--- src/design/fdh_pkg.sv ---
/*
 * fdh_pkg: shared types and constants of the flexible disk drive host
 * interface block: pin groups, mechanism signals, the state record, the
 * register map and timing figures.
 * Assumes a 100 MHz pclk; every time is given in its own unit and turned
 * into cycles here.
 */
package fdh_pkg;

  localparam int unsigned CLK_MHZ      = 100;
  localparam int unsigned CNT_W        = 27;

  // timing figures, each in its own unit
  localparam int unsigned POR_MS       = 90;
  localparam int unsigned SPIN_MS      = 400;
  localparam int unsigned CHUCK_MS     = 750;
  localparam int unsigned WREC_US      = 650;
  localparam int unsigned SETTLE_MS    = 18;
  localparam int unsigned USABLE_MS    = 6;
  localparam int unsigned OUTER_US     = 2800;
  localparam int unsigned SIDE_US      = 100;
  localparam int unsigned INDEX_US     = 2000;
  localparam int unsigned READ_NS      = 300;

  // cycle counts derived from the figures
  localparam int unsigned POR_CYC      = POR_MS * CLK_MHZ * 1000;
  localparam int unsigned SPIN_CYC     = SPIN_MS * CLK_MHZ * 1000;
  localparam int unsigned CHUCK_CYC    = CHUCK_MS * CLK_MHZ * 1000;
  localparam int unsigned WREC_CYC     = WREC_US * CLK_MHZ;
  localparam int unsigned SETTLE_CYC   = SETTLE_MS * CLK_MHZ * 1000;
  localparam int unsigned USABLE_CYC   = USABLE_MS * CLK_MHZ * 1000;
  localparam int unsigned OUTER_CYC    = OUTER_US * CLK_MHZ;
  localparam int unsigned SIDE_CYC     = SIDE_US * CLK_MHZ;
  localparam int unsigned INDEX_CYC    = INDEX_US * CLK_MHZ;
  localparam int unsigned READ_CYC     = READ_NS * CLK_MHZ / 1000;

  // register map
  localparam logic [11:0] CTRL_ADDR    = 12'h000;
  localparam logic [11:0] STATUS_ADDR  = 12'h004;
  localparam logic [6:0]  TRACK_LIMIT_RST = 7'h4F;

  // every input that crosses in from outside the clock domain
  typedef struct packed {
    logic [3:0] unit_select_n;
    logic       spindle_run_request_n;
    logic       head_move_dir;
    logic       step_n;
    logic       write_data_n;
    logic       write_enable_window_n;
    logic       surface_select;
    logic       low_rate_mode;
    logic [3:0] unit_address_straps;
    logic       swap_output_strap;
    logic       ready_output_strap;
    logic       disk_in;
    logic       wp_tab;
    logic       index_det;
    logic       read_det;
    logic       speed_ok;
  } fdh_pins_t;

  // open-collector host outputs, one bit per pin
  typedef struct packed {
    logic rev_mark_pulse_n;
    logic read_pulse_n;
    logic outer_track_flag_n;
    logic media_write_lock_n;
    logic status_n;
  } fdh_hout_t;

  // commands to the mechanism and head electronics
  typedef struct packed {
    logic spindle_on;
    logic head_step;
    logic head_outward;
    logic head_side1;
    logic write_mode;
    logic write_flux;
    logic rate_normal;
  } fdh_mech_t;

  typedef struct packed {
    fdh_pins_t        sync1;
    fdh_pins_t        sync2;
    fdh_pins_t        prev;
    logic             por_done;
    logic [CNT_W-1:0] por;
    logic [CNT_W-1:0] spin;
    logic [CNT_W-1:0] chuck;
    logic             chucked;
    logic [CNT_W-1:0] wrec;
    logic [CNT_W-1:0] settle;
    logic [CNT_W-1:0] side;
    logic [CNT_W-1:0] idx;
    logic [CNT_W-1:0] rd;
    logic [1:0]       revs;
    logic [6:0]       track;
    logic [6:0]       track_limit;
    logic             swapped;
  } fdh_state_t;

endpackage

--- src/design/fdh_drive_if.sv ---
/*
 * fdh_drive_if: host-interface control logic of a daisy-chained flexible
 * disk drive, with an APB slave for configuration and status.
 * Assumes host pins and mechanism sensors are asynchronous to pclk, that
 * open-collector outputs are resolved outside from the enables, and that
 * the mechanism carries out the head, spindle and write commands given.
 */
// The APB register port and the register offsets were decided locally.
// Functional notes
// - answer only the select line matching the single strap that is on
// - only run request, in-use and rate act while the unit is deselected
// - spindle reaches speed within 400 ms; request void without medium
// - direction high steps outward, low inward; held 0.8 us before edge
// - one track per step pulse, starting at its trailing edge
// - ignore steps while writing unlocked; ignore outward steps at track 0
// - write mode only with window true, selected and not write locked
// - write pulses used at leading edge, ignored when window shut or locked
// - surface high selects side 0; reads valid 100 us after a change
// - read pulses only when detected, selected, ready, 650 us after write
// - read pulses active low, 0.15 to 1.0 us wide
// - outer track flag true on the outermost track
// - one revolution mark per turn, 1 to 5.5 ms, selected and ready
// - ready needs power, chucked medium, 400 ms request, speed, two marks
// - ready drops fast on request loss; not ready holds pulses off
// - swap flag set at power-on or removal, cleared by a selected step
// - rate line high means high density, low doubles bit intervals; the code takes low_rate_mode high as the low rate
// - insertion spins the spindle to chuck within 750 ms
// - internal reset under 100 ms; no write without the window
// - every interface line is active low
// - status line carries swap flag, ready, or nothing by strap
`timescale 1ns/1ps
module fdh_drive_if #(
  parameter int unsigned POR_N    = fdh_pkg::POR_CYC,
  parameter int unsigned SPIN_N   = fdh_pkg::SPIN_CYC,
  parameter int unsigned CHUCK_N  = fdh_pkg::CHUCK_CYC,
  parameter int unsigned WREC_N   = fdh_pkg::WREC_CYC,
  parameter int unsigned SETTLE_N = fdh_pkg::SETTLE_CYC,
  parameter int unsigned USABLE_N = fdh_pkg::USABLE_CYC,
  parameter int unsigned OUTER_N  = fdh_pkg::OUTER_CYC,
  parameter int unsigned SIDE_N   = fdh_pkg::SIDE_CYC,
  parameter int unsigned INDEX_N  = fdh_pkg::INDEX_CYC
) (
  input  wire logic              pclk,     // 100 MHz clock
  input  wire logic              presetn,  // async reset, active low
  input  wire logic              psel,     // apb select
  input  wire logic              penable,  // apb access phase
  input  wire logic              pwrite,   // apb direction
  input  wire logic [11:0]       paddr,    // apb byte address
  input  wire logic [31:0]       pwdata,   // apb write data
  output logic                   pready,   // apb ready
  output logic [31:0]            prdata,   // apb read data
  output logic                   pslverr,  // apb error, unmapped address
  input  wire fdh_pkg::fdh_pins_t pins,    // host pins and sensors, async
  output fdh_pkg::fdh_hout_t     hout_o,   // open-collector levels, low
  output fdh_pkg::fdh_hout_t     hout_oe,  // high while pin pulled low
  output fdh_pkg::fdh_mech_t     mech      // commands to the mechanism
);
  import fdh_pkg::*;

  localparam logic [CNT_W-1:0] POR_C    = CNT_W'(POR_N);
  localparam logic [CNT_W-1:0] SPIN_C   = CNT_W'(SPIN_N);
  localparam logic [CNT_W-1:0] CHUCK_C  = CNT_W'(CHUCK_N);
  localparam logic [CNT_W-1:0] WREC_C   = CNT_W'(WREC_N);
  localparam logic [CNT_W-1:0] SETTLE_C = CNT_W'(SETTLE_N);
  localparam logic [CNT_W-1:0] USABLE_C = CNT_W'(USABLE_N);
  localparam logic [CNT_W-1:0] OUTER_C  = CNT_W'(OUTER_N);
  localparam logic [CNT_W-1:0] SIDE_C   = CNT_W'(SIDE_N);
  localparam logic [CNT_W-1:0] INDEX_C  = CNT_W'(INDEX_N);
  localparam logic [CNT_W-1:0] READ_C   = CNT_W'(READ_CYC);

  fdh_state_t st;
  fdh_state_t next_st;

  function automatic logic [CNT_W-1:0] sat_inc(input logic [CNT_W-1:0] v);
    sat_inc = (&v) ? v : v + 1'b1;
  endfunction

  // decoded view of the synchronised pins
  fdh_pins_t  p;
  fdh_pins_t  q;
  logic       strap_one;
  logic       selected;
  logic       run_req;
  logic       wgate;
  logic       step_trail;
  logic       wdata_lead;
  logic       read_start;
  logic       index_start;
  logic       step_blocked;
  logic       step_ok;
  logic       spindle_on;
  logic       ready;
  logic       write_mode;
  logic       wrec_done;
  logic       side_done;
  logic       usable;
  logic       rev_active;
  logic       read_active;
  logic       apb_write;
  logic       addr_hit;

  always_comb begin
    p          = st.sync2;
    q          = st.prev;
    // exactly one strap on, and the line with that number true
    strap_one  = $onehot(p.unit_address_straps);
    selected   = st.por_done && strap_one &&
                 |(p.unit_address_straps & ~p.unit_select_n);
    run_req    = !p.spindle_run_request_n;
    wgate      = !p.write_enable_window_n;
    // trailing edge of a low step pulse is its rising edge
    step_trail = p.step_n && !q.step_n;
    wdata_lead = !p.write_data_n && q.write_data_n;
    read_start = p.read_det && !q.read_det;
    index_start = p.index_det && !q.index_det;
    step_blocked = (wgate && !p.wp_tab) ||
                   (p.head_move_dir && st.track == 7'h00) ||
                   (!p.head_move_dir && st.track >= st.track_limit);
    step_ok    = selected && step_trail && !step_blocked;
    // medium gates the request; insertion chucks on its own
    spindle_on = st.por_done && p.disk_in &&
                 (run_req || !st.chucked);
    ready      = st.por_done && p.disk_in && st.chucked &&
                 run_req && st.spin >= SPIN_C &&
                 p.speed_ok && st.revs == 2'd2;
    write_mode = wgate && selected && !p.wp_tab;
    wrec_done  = !wgate && st.wrec >= WREC_C;
    side_done  = st.side >= SIDE_C;
    usable     = st.settle >= USABLE_C;
    rev_active = st.idx != '0;
    read_active = st.rd != '0;
    apb_write  = psel && penable && pwrite;
    addr_hit   = paddr == CTRL_ADDR || paddr == STATUS_ADDR;
  end

  always_comb begin
    next_st       = st;
    next_st.sync1 = pins;
    next_st.sync2 = st.sync1;
    next_st.prev  = st.sync2;

    // internal power-on reset
    next_st.por = sat_inc(st.por);
    if (st.por >= POR_C) begin
      next_st.por_done = 1'b1;
    end

    // run time since the request, only with medium present
    if (run_req && p.disk_in && st.por_done) begin
      next_st.spin = sat_inc(st.spin);
    end else begin
      next_st.spin = '0;
    end

    // auto-chuck after insertion, restarted by every insertion
    if (!p.disk_in) begin
      next_st.chucked = 1'b0;
      next_st.chuck   = '0;
    end else if (!st.chucked && st.por_done) begin
      next_st.chuck = sat_inc(st.chuck);
      if (st.chuck >= CHUCK_C) begin
        next_st.chucked = 1'b1;
      end
    end

    // revolution marks counted while the spindle is at speed
    if (!spindle_on || !p.speed_ok) begin
      next_st.revs = 2'd0;
    end else if (index_start && st.revs != 2'd2) begin
      next_st.revs = st.revs + 2'd1;
    end

    // write recovery counter
    if (wgate) begin
      next_st.wrec = '0;
    end else begin
      next_st.wrec = sat_inc(st.wrec);
    end

    // settle after the last effective step
    if (step_ok) begin
      next_st.settle = '0;
      if (p.head_move_dir) begin
        next_st.track = st.track - 7'd1;
      end else begin
        next_st.track = st.track + 7'd1;
      end
    end else begin
      next_st.settle = sat_inc(st.settle);
    end

    // side change restarts the read settle
    if (p.surface_select != q.surface_select) begin
      next_st.side = '0;
    end else begin
      next_st.side = sat_inc(st.side);
    end

    // revolution mark stretch, cut short when ready drops
    if (!ready || !selected) begin
      next_st.idx = '0;
    end else if (index_start) begin
      next_st.idx = INDEX_C;
    end else if (rev_active) begin
      next_st.idx = st.idx - 1'b1;
    end

    // read pulse stretch
    if (!ready || !selected || wgate) begin
      next_st.rd = '0;
    end else if (read_start && wrec_done && side_done) begin
      next_st.rd = READ_C;
    end else if (read_active) begin
      next_st.rd = st.rd - 1'b1;
    end

    // swap flag: setting wins over a clear in the same cycle
    if (selected && step_trail && p.disk_in) begin
      next_st.swapped = 1'b0;
    end
    if (!st.por_done || (!p.disk_in && q.disk_in)) begin
      next_st.swapped = 1'b1;
    end

    if (apb_write && paddr == CTRL_ADDR) begin
      next_st.track_limit = pwdata[6:0];
    end
  end

  always_ff @(posedge pclk or negedge presetn) begin
    if (!presetn) begin
      st             <= '0;
      st.sync1       <= '1;
      st.sync2       <= '1;
      st.prev        <= '1;
      st.swapped     <= 1'b1;
      st.track_limit <= TRACK_LIMIT_RST;
    end else begin
      st <= next_st;
    end
  end

  // apb slave: zero wait, error on unmapped addresses
  always_comb begin
    pready  = 1'b1;
    pslverr = psel && penable && !addr_hit;
    prdata  = 32'h0000_0000;
    if (psel && !pwrite && paddr == CTRL_ADDR) begin
      prdata[6:0] = st.track_limit;
    end else if (psel && !pwrite && paddr == STATUS_ADDR) begin
      prdata[6:0]  = st.track;
      prdata[8]    = ready;
      prdata[9]    = st.swapped;
      prdata[10]   = spindle_on;
      prdata[11]   = st.chucked;
      prdata[12]   = write_mode;
      prdata[13]   = selected;
      prdata[14]   = st.settle >= SETTLE_C;
      prdata[15]   = st.settle >= OUTER_C;
      prdata[16]   = usable;
      prdata[17]   = st.por_done;
    end
  end

  // host outputs: open collector, pulled low only while selected
  always_comb begin
    hout_o  = '0;
    hout_oe = '0;
    if (selected) begin
      hout_oe.rev_mark_pulse_n   = rev_active;
      hout_oe.read_pulse_n       = read_active;
      hout_oe.outer_track_flag_n = st.track == 7'h00;
      hout_oe.media_write_lock_n = p.wp_tab;
      if (p.swap_output_strap) begin
        hout_oe.status_n = st.swapped;
      end else if (p.ready_output_strap) begin
        hout_oe.status_n = ready;
      end
    end
  end

  // mechanism commands
  always_comb begin
    mech.spindle_on   = spindle_on;
    mech.head_step    = step_ok;
    mech.head_outward = p.head_move_dir;
    mech.head_side1   = selected && !p.surface_select;
    mech.write_mode   = write_mode;
    mech.write_flux   = write_mode && wdata_lead;
    mech.rate_normal  = !p.low_rate_mode;
  end
endmodule

--- config.mk ---
export PLATFORM = sky130hd
export DESIGN_NAME = fdh_drive_if
export DESIGN_NICKNAME = d
export VERILOG_FILES = /design/src/design/fdh_pkg.sv /design/src/design/fdh_drive_if.sv
export SDC_FILE = /design/constraint.sdc
export NUM_CORES = 1
export LEC_CHECK = 0
export BUFFER_PORTS_ARGS = -buffer_cell sky130_fd_sc_hd__buf_4
export CELL_PAD_IN_SITES_DETAIL_PLACEMENT = 1
export CELL_PAD_IN_SITES_GLOBAL_PLACEMENT = 2
export CORE_MARGIN = 2
export CORE_UTILIZATION = 42
export CTS_CLUSTER_DIAMETER = 100
export DETAILED_ROUTE_END_ITERATION = 10
export PLACE_DENSITY_LB_ADDON = 0.1
export SETUP_SLACK_MARGIN = 0.1
export SKIP_LAST_GASP = 1
export SLEW_MARGIN = 20
export SYNTH_ARGS = -nofsm -noshare
export SYNTH_HDL_FRONTEND = slang
export SYNTH_SLANG_ARGS = --single-unit
--- constraint.sdc ---
create_clock -name pclk -period 7.7 [get_ports pclk]
set_clock_uncertainty 0.2 [all_clocks]
set_input_delay 2.31 -clock pclk [delete_from_list [all_inputs] [get_ports pclk]]
set_output_delay 2.31 -clock pclk [all_outputs]
set_load 0.01 [all_outputs]
==> impl.org, run 1 <==
** Run status
- The flow ran to the end, and the final reports show no timing, DRC or antenna violations.

** Timing
- After routing, the total negative slack on setup checks comes to 0 ns.
- Setup repair after global routing missed its margin :: false
- Post-route setup slack :: ~0.64 ns
- Setup violations remaining at the end of the flow were counted as 0.
- The final max-slew violation count was 0.
- Final worst path period share :: 91.6%
- At the pin with the least slew margin, the transition time is 1.04 ns.
- Fin crit period :: 7.06 ns
- Highest attainable clock frequency :: 0.142 GHz
- Smallest hold slack :: 0.153 ns
- In this run the tightest slew margin relative to its limit is 30.5%.
- Number of hold-slack violations in the final timing report :: 0

** Final layout
- The post-route netlist has between 10% and 20% of its cells at a drive strength greater than 1.
- Area grow syn2layout :: 13.7%
- The final layout contains 1732 nets.
- Diodes inserted :: 0
- Layout filler cell count :: between 4k and 5k

** Worst hold path
- Counting instances, the worst hold path has a depth of 0.
- The worst hold path begins at next_st[259].
- For hold timing, the worst endpoint is next_st[237].
- The worst hold path belongs to the class reg -> reg.

** Setup path
- STA classifies the critical path endpoint as a primary output.
- In this run the critical register-to-register path is launched from next_st[242].
- Together, buffers and inverters on the worst path number 2.
- In this design, the stage delay of the slowest critical-path cell is 0.59 ns.
- Critical Path Most Common Cell :: sky130_fd_sc_hd__buf_4
- The critical path is of the in -> out type.
- Setup slack, reg-to-reg :: 3.61 ns
- The cell family contributing the most delay on the critical path is simple AND/OR/NAND/NOR gates.
- The worst setup path is launched from an input pin.
- Data required time at the worst endpoint :: ~5.2 ns
- STA puts the critical path data arrival time at 4.55 ns.
- Measured in cells, the most critical reg-to-reg path has a length of 10.
- Slowest cell on the critical path :: sky130_fd_sc_hd__or3b_2
- The worst register-to-register path ends at st[45].
- Walking the worst path, the cells encountered are buf_4 > nor4_1 > nand3_1 > or3b_2 > or2_2 > a211oi_1 > buf_4.
- Biggest fanout along the worst timing path :: 10

** Pwr
- Maximum vdd ir drop :: 0.186 mV
- Overall power consumption :: 3260 uW
- Summed over all cells, the static leakage comes to between 0.007 and 0.008 uW.
- Total power divided by cell area :: roughly 190 nW/um2

** Detailed routing
- In the routed layout, each cell is associated on average with a via count of 5.77.
- After the first detailed-routing iteration, the DRC count stood at about 550.
- # DRC :: 0
- In this run the remaining antenna-violating nets after routing total 0.
- Wire length reported by the detailed router :: 37600 um
- For this run, the detailed router's first-pass iteration total came to 4.
- Routed wire per std cell :: roughly 18 um
- The routed layout has about 12k vias.

** Logic synthesis
- Library cells used by synthesis :: roughly 70
- Total number of yosys warnings :: 0
- In this run, synthesis produced a sequential element count of 285.
- After synthesis, the mean cell area works out to between 9 and 10 um2.
- By instance count, the leading cell after synthesis is sky130_fd_sc_hd__dfrtp_1.
- After synthesis, the cell types taking the most area are sky130_fd_sc_hd__dfrtp_1 38%, sky130_fd_sc_hd__dfstp_2 9.7%, sky130_fd_sc_hd__xnor2_1 3.9%.
- In this run, synthesis inferred 0 flip-flops with an integrated enable.
- Counting flops with an async set or reset pin after synthesis yields a share of 100%.
- Mapped Cells :: 1575
- Post-synth top flop :: sky130_fd_sc_hd__dfrtp_1
- The mapped netlist covers roughly 15000 um2.
- After synthesis, flip-flops and latches occupy 47.7% of the total area.
- Cell type with the largest total area after synthesis :: sky130_fd_sc_hd__dfrtp_1
- Share of the synthesized area in the top cell type :: 38.0%
- By count the netlist is led by 229 x sky130_fd_sc_hd__dfrtp_1, 140 x sky130_fd_sc_hd__nor2_1, 100 x sky130_fd_sc_hd__a21oi_1.

** Clocking
- Resized cells post-CTS :: 0
- TritonCTS built the clock tree.
- TritonCTS created 35 clock buffers.
- Count of clock tree sinks :: 285
- Hold-fix buffers at CTS :: 0
- The later pin in the worst-skew pair is clocked with a latency of between 0.5 and 0.6 ns.
- Register clock-pin slew on the reported worst setup and hold paths :: roughly 0.060 ns
- Clock tree synthesis selected as its root buffer the cell sky130_fd_sc_hd__clkbuf_16.
- Number of H-tree branching levels :: 2
- The number of setup buffers added after CTS is 0.
- CTS Buffer Depth :: 3

** Global routing
- Entering global routing, the biggest net connects between 100 and 150 pins.
- Initial antenna violation count :: 0
- Summed over all layers, the global routing overflow is 0.
- Combined global-route utilization of all metal layers :: 20.1%
- Wire length of the first global-routing pass :: 63800 um
- Via count of the first global-routing pass :: about 13k

** Floorplanning
- Num rows :: 69
- Horiz. Die Dim :: 194 um
- From bottom edge to top edge, the die measures approximately 190 um.
- Die Footprint :: 37500 um2
- Number of primary I/O pins :: 122
- For this configuration, the core starts out at a cell density of 42.5%.
- Area of the core region :: 35500 um2

** Placement
- Placed wire-length estimate :: 24900 um
- During placement, the flow inserted port buffers numbering 75.
- The congestion estimate from routability-driven global placement came to 0.803.
- Setup slack at placement :: approximately 0.55 ns

** Flow run
- Max-cap violations in this run came to 0.
[kinds of logic (layout without fill, tap and decap cells)]
group / Yosys count / in the layout / share of synthesized area [%]
adders and majority gates: 31 / 31 / 2.67
and+or+nand+nor: 661 / 661 / 23.8
muxes: 31 / 31 / 2.16
other: 2 / 21 / 0.0498
DFF: 285 / 285 / 47.7
AOI/OAI and AO/OA: 322 / 322 / 13.8
buffers and inverters: 149 / 211 / 4.38
xor gates and xnor gates: 94 / 94 / 5.46
[metal layers]
metal	part of all wire [%]	vias to the layer above	wire length, um	global-route usage, %
li1	-	5863	-	-
met1	47	6202	17500	27.6
met2	49	101	18500	33.8
met3	2.3	50	880	2.70
met4	1.8	0	684	4.89
met5	0	-	0	0
[cell usage in the layout, fill, tap and decap left out, types with 8 or more instances in the layout]
cell and instances:
sky130_fd_sc_hd__xnor2_1 68, sky130_fd_sc_hd__nor2_1 140, sky130_fd_sc_hd__nor4_1 31, sky130_fd_sc_hd__xor2_1 26, sky130_fd_sc_hd__nand2_1 93, sky130_fd_sc_hd__conb_1 21
sky130_fd_sc_hd__mux2_2 13, sky130_fd_sc_hd__inv_1 59, sky130_fd_sc_hd__and3_1 21, sky130_fd_sc_hd__a31oi_1 11, sky130_fd_sc_hd__or3_1 53, sky130_fd_sc_hd__clkbuf_16 36
sky130_fd_sc_hd__mux2i_1 18, sky130_fd_sc_hd__dfstp_2 56, sky130_fd_sc_hd__dfrtp_1 229, sky130_fd_sc_hd__and2_1 8, sky130_fd_sc_hd__ha_1 29, sky130_fd_sc_hd__nand4_1 50
sky130_fd_sc_hd__nor3_1 43, sky130_fd_sc_hd__nand3_1 78, sky130_fd_sc_hd__buf_4 87, sky130_fd_sc_hd__o31ai_1 45, sky130_fd_sc_hd__nand2b_1 16, sky130_fd_sc_hd__o211ai_1 15
sky130_fd_sc_hd__or4_1 61, sky130_fd_sc_hd__or2_2 9, sky130_fd_sc_hd__o21ai_0 60, sky130_fd_sc_hd__and4_1 19, sky130_fd_sc_hd__a211oi_1 31, sky130_fd_sc_hd__a21oi_1 99
[where the power goes]
part | switching (uW) | total, uW | internal, uW
Sequential | 15.7 | 1540 | 1530
Combinational | 62.2 | 93.2 | 31.0
Clock | 659 | 1630 | 970
[metrics by stage]
stage	cell area [um2]	cells	utilization [%]
after floorplan	15200	1594	-
after global placement	16000	2054	45.2
after detailed placement	16000	2054	45.2
after CTS	17200	2117	48.4
after global routing	17200	2117	48.4
final	17200	2117	48.4
[area by class of cell]
class / count / area [um2] / area share [%]
tap: 461 / 577 / 3.36
inverter: 59 / 221 / 1.29
multi-input combinational: 1160 / 7340 / 42.8
timing repair buffer: 89 / 688 / 4.01
sequential: 285 / 7200 / 42.0
clock inverter: 16 / 150 / 0.875
clock buffer: 47 / 982 / 5.72
[flip-flops by register name (all words and copies together) (netlist names)]
register and cells:
st 235, next_st 43, q 6, mech 1
[worst max path at each step]
stage	start	slack, ns	to	cells past startpoint
after floorplan	paddr[5]	0.99	prdata[16]	7
after global placement	paddr[1]	0.62	prdata[10]	7
after detailed placement	paddr[1]	0.55	prdata[10]	7
after CTS	paddr[1]	0.56	prdata[10]	7
after global routing	paddr[1]	0.44	prdata[10]	7
final	paddr[1]	0.64	prdata[10]	7
(Power assumes the default switching activity.)
==> run 2: changes to the inputs <==
Settings changed: CORE_MARGIN 2 to not set.
==> impl.org, run 2 (synthesized netlist as in run 1, its figures left out) <==
** Run status
- Status :: finished clean

** Setup path
- Element type at the critical path end :: primary output
- Among all stages on the critical path, the largest delay is contributed by sky130_fd_sc_hd__or3b_2.
- Worst flop-to-flop path endpoint :: st[45]
- By startpoint and endpoint, the worst setup path is classified as in -> out.
- Largest stage delay on the critical path :: 0.58 ns (about the same)
- Setup slack, reg-to-reg :: 3.56 ns (-0.05 ns)
- Biggest fanout along the worst timing path :: 10 (unchanged)
- Data required time at the worst endpoint :: 5.19 ns (about the same)
- Crit Reg-Reg Startpoint :: next_st[242]
- Kind of launch point of the worst setup path :: input pin
- The logic depth of the worst register-to-register path came to 10 (unchanged).
- The arrival time reported for the critical path endpoint was 4.52 ns (-0.03 ns).
- Critical Path Most Common Cell :: sky130_fd_sc_hd__buf_4
- Critical path cell sequence :: buf_4 > nor4_1 > nand3_1 > or3b_2 > or2_2 > a211oi_1 > buf_4

** Detailed routing
- The total wirelength of the detailed-routed design is 37500 um (-0.12%).
- The via count is 12.2k (-0.36%).
- The count of antenna-violating nets left after detailed routing is 0 (unchanged).
- The ratio of routed vias to standard cells was 5.75 (-0.41%).
- The first-pass detailed-route iteration total is 5 (+1).
- The DRC violations left came to 0 (unchanged).
- Routed wire per std cell :: 17.7 um (-0.17%)
- Starting DRC count in detailed routing :: 465 (-16%)

** Final layout
- The post-layout instance count excluding filler cells was 2118 (+0.047%).
- Design area :: 17200 um2 (+0.49%)
- Relative to the synthesized area, the layout overhead comes to 14.3%.
- The number of flip-flops in the largest register is 235 (unchanged).
- Most flop-heavy register :: st
- The library cell used most frequently in the layout, excluding fill and tap cells, is sky130_fd_sc_hd__dfrtp_1.
- The share of layout cells above drive strength 1 was 14.7% (+0.051 points).
- The number of nets at the end of the flow was 1733 (+0.058%).
- The number of fill cells in the layout came to 3982 (-0.75%).
- Diodes inserted :: 0 (unchanged)
- Commonest cells after routing, fill and taps aside :: 229 x sky130_fd_sc_hd__dfrtp_1, 140 x sky130_fd_sc_hd__nor2_1, 99 x sky130_fd_sc_hd__a21oi_1

** Timing
- Highest attainable clock frequency :: 0.142 GHz (+0.40%)
- Post-route setup slack :: 0.672 ns (+0.0280 ns)
- Count of pins over their slew limit :: 0 (unchanged)
- Setup TNS :: 0 ns (unchanged)
- The number of hold violations in the final report is 0 (unchanged).
- Fin crit period :: 7.03 ns (-0.0280 ns)
- Final worst path period share :: 91.3% (-0.36 points)
- The worst-margin pin slew came to 0.959 ns (-0.0759 ns).
- Setup repair after global routing left no endpoint under its margin.
- The final number of setup-violating endpoints was 0 (unchanged).
- Relative slew slack :: 35.6% (+5.1 points)

** Clocking
- The tree is rooted in a sky130_fd_sc_hd__clkbuf_16.
- The maximum number of buffers from clock root to sink came to 3 (unchanged).
- Number of H-tree branching levels :: 2 (unchanged)
- The hold buffer count at CTS is 0 (unchanged).
- The total clock sinks was 285 (unchanged).
- The count of buffers added by post-CTS timing repair for setup came to 0 (unchanged).
- CTS tree :: yes
- The post-CTS resize count is 0 (unchanged).
- The clock transition at the registers of the reported paths is 0.06 ns (about the same).
- The number of buffers created by CTS came to 35 (unchanged).
- Source-to-sink clock delay at the later pin of the worst-skew pair :: 0.52 ns (about the same)

** Floorplanning
- The height of the die is 192 um (-1.0%).
- Num rows :: 69 (unchanged)
- Starting density of the core :: 42.5% (unchanged)
- Horiz. Die Dim :: 192 um (-1.0%)
- The total core area came to 35500 um2 (unchanged).
- Die Footprint :: 36700 um2 (-2.1%)
- Number of primary I/O pins :: 122 (unchanged)

** Pwr
- Overall power consumption :: 3360 uW (+2.8%)
- Leakage power :: 0.00708 uW (+0.82%)
- The power per cell area was 195 nW/um2 (+2.3%).
- The maximum ir drop on the vdd rail came to 0.178 mV (-4.5%).

** Placement
- RePlAce Congestion :: 0.783 (-2.5%)
- Post-placement cell count :: 2055 (+0.049%)
- Setup slack at placement :: 0.611 ns (+0.0605 ns)
- The count of input and output buffers is 75 (unchanged).
- The half-perimeter wire length after placement came to 24800 um (-0.67%).
- Total placed instance area :: 16000 um2 (about the same)

** Worst hold path
- Worst hold path cell count :: 0 (unchanged)
- Kind of path behind the tightest hold check :: reg -> reg
- Hold path startpoint :: next_st[276]
- For hold timing, the worst endpoint is next_st[254].

** Global routing
- Maximum number of pins on one net before global-route repair :: 112 (-4.3%)
- The total congestion overflow after global routing is 0 (unchanged).
- The overall track demand over capacity in global routing is 21.0% (+0.85 points).
- Initial antenna violation count :: 0 (unchanged)
- The via count of the first global-routing pass came to 12.6k (+0.74%).
- The global-route wire length before repair was 63400 um (-0.69%).

** Flow run
- The count of maximum capacitance violations came to 0 (unchanged).
## run 2: metrics by stage
| stage | hold WS [ns] | utilization [%] |
|---|---|---|
| floorplan | 0.145 | - |
| global placement | 0.146 | 45.2 |
| detailed placement | 0.147 | 45.2 |
| CTS | 0.150 | 48.6 |
| global route | 0.154 | 48.6 |
| finish | 0.147 | 48.6 |
## run 2: how the worst max path moves through the flow
stage	endpoint	slack (ns)	cells after the start	from
after floorplan	prdata[16]	0.99	7	paddr[5]
after global placement	prdata[10]	0.64	7	paddr[1]
after detailed placement	prdata[10]	0.61	7	paddr[1]
after CTS	prdata[10]	0.62	7	paddr[1]
after global routing	prdata[10]	0.52	7	paddr[1]
final	prdata[10]	0.67	7	paddr[1]
## run 2: area by class of cell
class / count / area [um2] / share of cell area (%)
clock buffers: 53 / 1090 / 6.30
well taps: 461 / 577 / 3.34
flip-flops and latches: 285 / 7200 / 41.8
repair buffers: 90 / 683 / 3.96
multi-input cells: 1160 / 7350 / 42.6
clock inverters: 10 / 125 / 0.726
inverters: 59 / 221 / 1.28
## run 2: metal layers
metal | vias to the layer above | GRT usage, % | wire length [um] | part of all wire [%]
met5 | - | 0 | 0 | 0
met4 | 0 | 4.95 | 602 | 1.6
met3 | 41 | 2.81 | 920 | 2.5
met2 | 117 | 35.3 | 18300 | 49
met1 | 6135 | 28.4 | 17700 | 47
li1 | 5879 | - | - | -
## run 2: critical path, delay by kind of cell
kind            cells  cell delay [ns]
simple gates        4             1.57
compound gates      1             0.34
buf+inv             2             0.30
## run 2: power breakdown
| part | total (uW) | switching [uW] | internal (uW) |
|---|---|---|---|
| sequential | 1540 | 16.3 | 1530 |
| combinational | 92.2 | 61.5 | 30.7 |
| clock | 1720 | 647 | 1070 |
==> run 3: changes to the inputs <==
Settings changed: ABC_AREA set to 1, CORE_UTILIZATION 42 to 39.
==> impl.org, run 3 <==
** Logic synthesis
- Post-synth top flop :: sky130_fd_sc_hd__dfrtp_1
- Main area contributors after synthesis :: sky130_fd_sc_hd__dfrtp_1 35%, sky130_fd_sc_hd__dfstp_2 9.1%, sky130_fd_sc_hd__nand2_1 8.3%
- The part of the Yosys area used for sequential elements was 44.3% (-3.4 points).
- Most frequent cell after synthesis :: sky130_fd_sc_hd__nand2_1
- Post-Syn Area per Cell :: 7.83 um2 (-18%)
- The count of unique library cells instantiated by Yosys is 64 (-5.9%).
- The number of register bits inferred by synthesis is 285 (unchanged).
- Most numerous cell types in the synthesized netlist :: 359 x sky130_fd_sc_hd__nand2_1, 290 x sky130_fd_sc_hd__inv_1, 266 x sky130_fd_sc_hd__nor2_1
- Cell type with the largest total area after synthesis :: sky130_fd_sc_hd__dfrtp_1
- The netlist area before placement came to 16200 um2 (+7.6%).
- The number of standard cells after synthesis is 2075 (+32%).
- The number of flops mapped to enable cells by yosys is 0 (unchanged).
- Total number of yosys warnings :: 0 (unchanged)
- Share of the synthesized area in the top cell type :: 35.3% (-2.7 points)
- FFs w/ async S/R, synth :: 100% (unchanged)

** Setup path
- Last element of the critical path :: hout_oe[0]
- Kind of launch point of the worst setup path :: flop
- CP arrival :: 3.91 ns (-0.61 ns)
- Path type of the worst setup path :: reg -> out
- The maximum fanout along the worst path is 9 (-1).
- Setup slack, reg-to-reg :: 3.89 ns (+0.33 ns)
- The startpoint identified for the worst register-to-register timing path is next_st[242].
- Cell count of the worst reg-to-reg path :: 13 (+3)
- In this run the critical register-to-register path is captured at st[104].
- The worst setup path is captured at a primary output.
- Data required time at the worst endpoint :: 5.19 ns (about the same)
- The most critical setup path has its startpoint at next_st[242].

** Global routing
- After global routing, the most crowded layer is met2.
- The global-route wire length before repair came to 74800 um (+18%).
- Total overflow reported by the global router :: 0 (unchanged)
- The met1 track demand over resource came to 29.3% (+0.87 points).
- The number of antenna violations at the first check in global routing came to 0 (unchanged).
- Met2 track demand over resource :: 35.8% (+0.49 points)
- Combined global-route utilization of all metal layers :: 21.8% (+0.81 points)
- Maximum number of pins on one net before global-route repair :: 124 (+11%)
- GRT met3 Usage :: 3.30% (+0.49 points)
- Via count of the first global-routing pass :: 14.8k (+17%)

** Timing
- The worst-margin pin slew is 0.964 ns (+0.00449 ns).
- The period utilization is 83.4% (-7.9 points).
- Fin crit period :: 6.42 ns (-0.609 ns)
- Number of hold-slack violations in the final timing report :: 0 (unchanged)
- Setup repair after global routing left no endpoint under its margin.
- Highest attainable clock frequency :: 0.156 GHz (+9.5%)
- The final max-slew violation count is 0 (unchanged).
- Relative slew slack :: 35.8% (+0.19 points)
- The final number of setup-violating endpoints came to 0 (unchanged).
- The sum of negative setup slack came to 0 ns (unchanged).

** Detailed routing
- The total wirelength of the detailed-routed design was 44100 um (+17%).
- Routed wire per std cell :: 16.2 um (-8.3%)
- The ratio of routed vias to standard cells came to 5.17 (-10%).
- The first-pass detailed-route iteration total is 4 (-1).
- Starting DRC count in detailed routing :: 644 (+38%)
- The via count was 14.0k (+15%).
- Post-route antenna net violation count :: 0 (unchanged)
- The DRC violations left was 0 (unchanged).

** Final layout
- The number of antenna repair diodes was 0 (unchanged).
- Commonest cells after routing, fill and taps aside :: 359 x sky130_fd_sc_hd__nand2_1, 290 x sky130_fd_sc_hd__inv_1, 266 x sky130_fd_sc_hd__nor2_1
- Flip-flop count of the largest register, all copies and words added :: 235 (unchanged)
- Most flop-heavy register :: st
- The share of layout cells above drive strength 1 came to 13.6% (-1.1 points).
- The end-of-flow core utilization is 44.9% (-3.7 points).
- Leaving out fill and tap cells, the most frequent cell in the layout is sky130_fd_sc_hd__nand2_1.
- Area grow syn2layout :: 13.2%
- The number of nets at the end of the flow was 2258 (+30%).
- Design area :: 18400 um2 (+6.6%)

** Floorplanning
- Starting density of the core :: 39.7% (-2.9 points)
- The height of the die came to 206 um (+7.6%).
- Number of primary I/O pins :: 122 (unchanged)
- Die Footprint :: 42500 um2 (+16%)
- Num rows :: 74 (+7.2%)
- Horiz. Die Dim :: 206 um (+7.6%)
- Area of the core region :: 40900 um2 (+15%)

** Clocking
- The hold buffer count at CTS is 0 (unchanged).
- The clock transition at the registers of the reported paths came to 0.06 ns (about the same).
- Number of clock buffers inserted by TritonCTS :: 36 (+2.9%)
- Count of clock tree sinks :: 285 (unchanged)
- Number of H-tree branching levels :: 2 (unchanged)
- CTS root buffer :: sky130_fd_sc_hd__clkbuf_16
- CTS tree :: yes
- The clock latency of the later-clocked register in the worst-skew pair came to 0.55 ns (+0.03 ns).
- Setup bufs post-CTS :: 0 (unchanged)
- The post-CTS resize count is 0 (unchanged).
- CTS Buffer Depth :: 3 (unchanged)

** Placement
- The final estimated routing congestion in global placement was 0.865 (+11%).
- The count of input and output buffers came to 75 (unchanged).
- Total placed instance area :: 17200 um2 (+7.6%)
- The half-perimeter wire length after placement is 32100 um (+30%).

** Flow run
- Number of maximum-capacitance violations :: 0 (unchanged)

** Pwr
- Total power divided by cell area :: 179 nW/um2 (-8.0%)
- The leakage power of the design is 0.00829 uW (+17%).
- The post-route total power is 3290 uW (-1.9%).
- Maximum vdd ir drop :: 0.194 mV (+9.0%)

** Worst hold path
- The worst hold path belongs to the class reg -> reg.
- Worst hold path cell count :: 0 (unchanged)

** Run status
- Status :: finished clean
## run 3: cell types whose count changed after synthesis, sizes merged, moves of 30 or more
| cell | change |
|---|---|
| nor3 | +46 |
| nor2 | +147 |
| or3 | -53 |
| o21ai | +97 |
| o31ai | -38 |
| nand3 | +61 |
| a21oi | -36 |
| a211oi | -30 |
| inv | +242 |
| xor2 | +35 |
| nand2 | +277 |
| clkbuf | -44 |
| or4 | -62 |
| xnor2 | -51 |
## run 3: cell type report
| class | instances | area (um2) |
|---|---|---|
| Clock inverter | 10 | 105 |
| Inverter | 304 | 1150 |
| Fill cell | 5027 | 22500 |
| Tap cell | 532 | 666 |
| Timing Repair Buffer | 82 | 636 |
| Multi-Input combinational cell | 1447 | 7590 |
| Sequential cell | 285 | 7200 |
| Clock buffer | 52 | 1030 |
## run 3: metrics by stage
| step | setup WS, ns | std cells | hold WS [ns] |
|---|---|---|---|
| after floorplan | 1.80 | 2094 | 0.145 |
| after global placement | 1.45 | 2650 | 0.146 |
| after detailed placement | 1.42 | 2650 | 0.147 |
| after CTS | 1.29 | 2712 | 0.155 |
| after global routing | 1.01 | 2712 | 0.156 |
| final | 1.28 | 2712 | 0.154 |
## run 3: how the worst min path moves through the flow
stage	from	endpoint	slack (ns)
floorplan	next_st[273]	mech[4]	0.15
global placement	next_st[273]	mech[4]	0.15
detailed placement	next_st[263]	next_st[241]	0.15
CTS	next_st[268]	next_st[246]	0.16
global route	next_st[267]	next_st[245]	0.16
finish	next_st[268]	next_st[246]	0.15
## run 3: critical path, cell delays in order (launching register included)
cell	delay, ns
sky130_fd_sc_hd__dfstp_2	0.52
sky130_fd_sc_hd__inv_1	0.07
sky130_fd_sc_hd__fa_1	0.54
sky130_fd_sc_hd__inv_1	0.04
sky130_fd_sc_hd__ha_1	0.17
sky130_fd_sc_hd__ha_1	0.26
sky130_fd_sc_hd__nor2_1	0.11
sky130_fd_sc_hd__nand3_1	0.12
sky130_fd_sc_hd__nor2_4	0.22
sky130_fd_sc_hd__clkinv_1	0.52
sky130_fd_sc_hd__o32ai_1	0.58
sky130_fd_sc_hd__buf_4	0.20
## run 3: per-layer routing
layer	vias to the layer above	wire length, um
li1	6917	-
met1	6895	21100
met2	157	20600
met3	63	1400
met4	0	988
met5	-	0
## run 3: logic make-up (layout without fill, tap and decap cells)
group / after synthesis / after routing / share of synthesized area (%)
and+or+nand+nor: 1038 / 1038 / 29.7
buffers and inverters: 362 / 448 / 9.32
DFF: 285 / 285 / 44.3
AOI/OAI and AO/OA: 277 / 277 / 9.73
xor gates and xnor gates: 78 / 78 / 4.21
adders and majority gates: 31 / 31 / 2.48
other: 2 / 21 / 0.0462
muxes: 2 / 2 / 0.131
## run 3: report_power, final
part           leakage (uW)  internal, uW  total (uW)  switching (uW)
clock network      0.000564           996        1660             662
registers           0.00375          1530        1540            15.1
logic               0.00398          28.7        92.7            64.0
total               0.00829          2550        3290             741
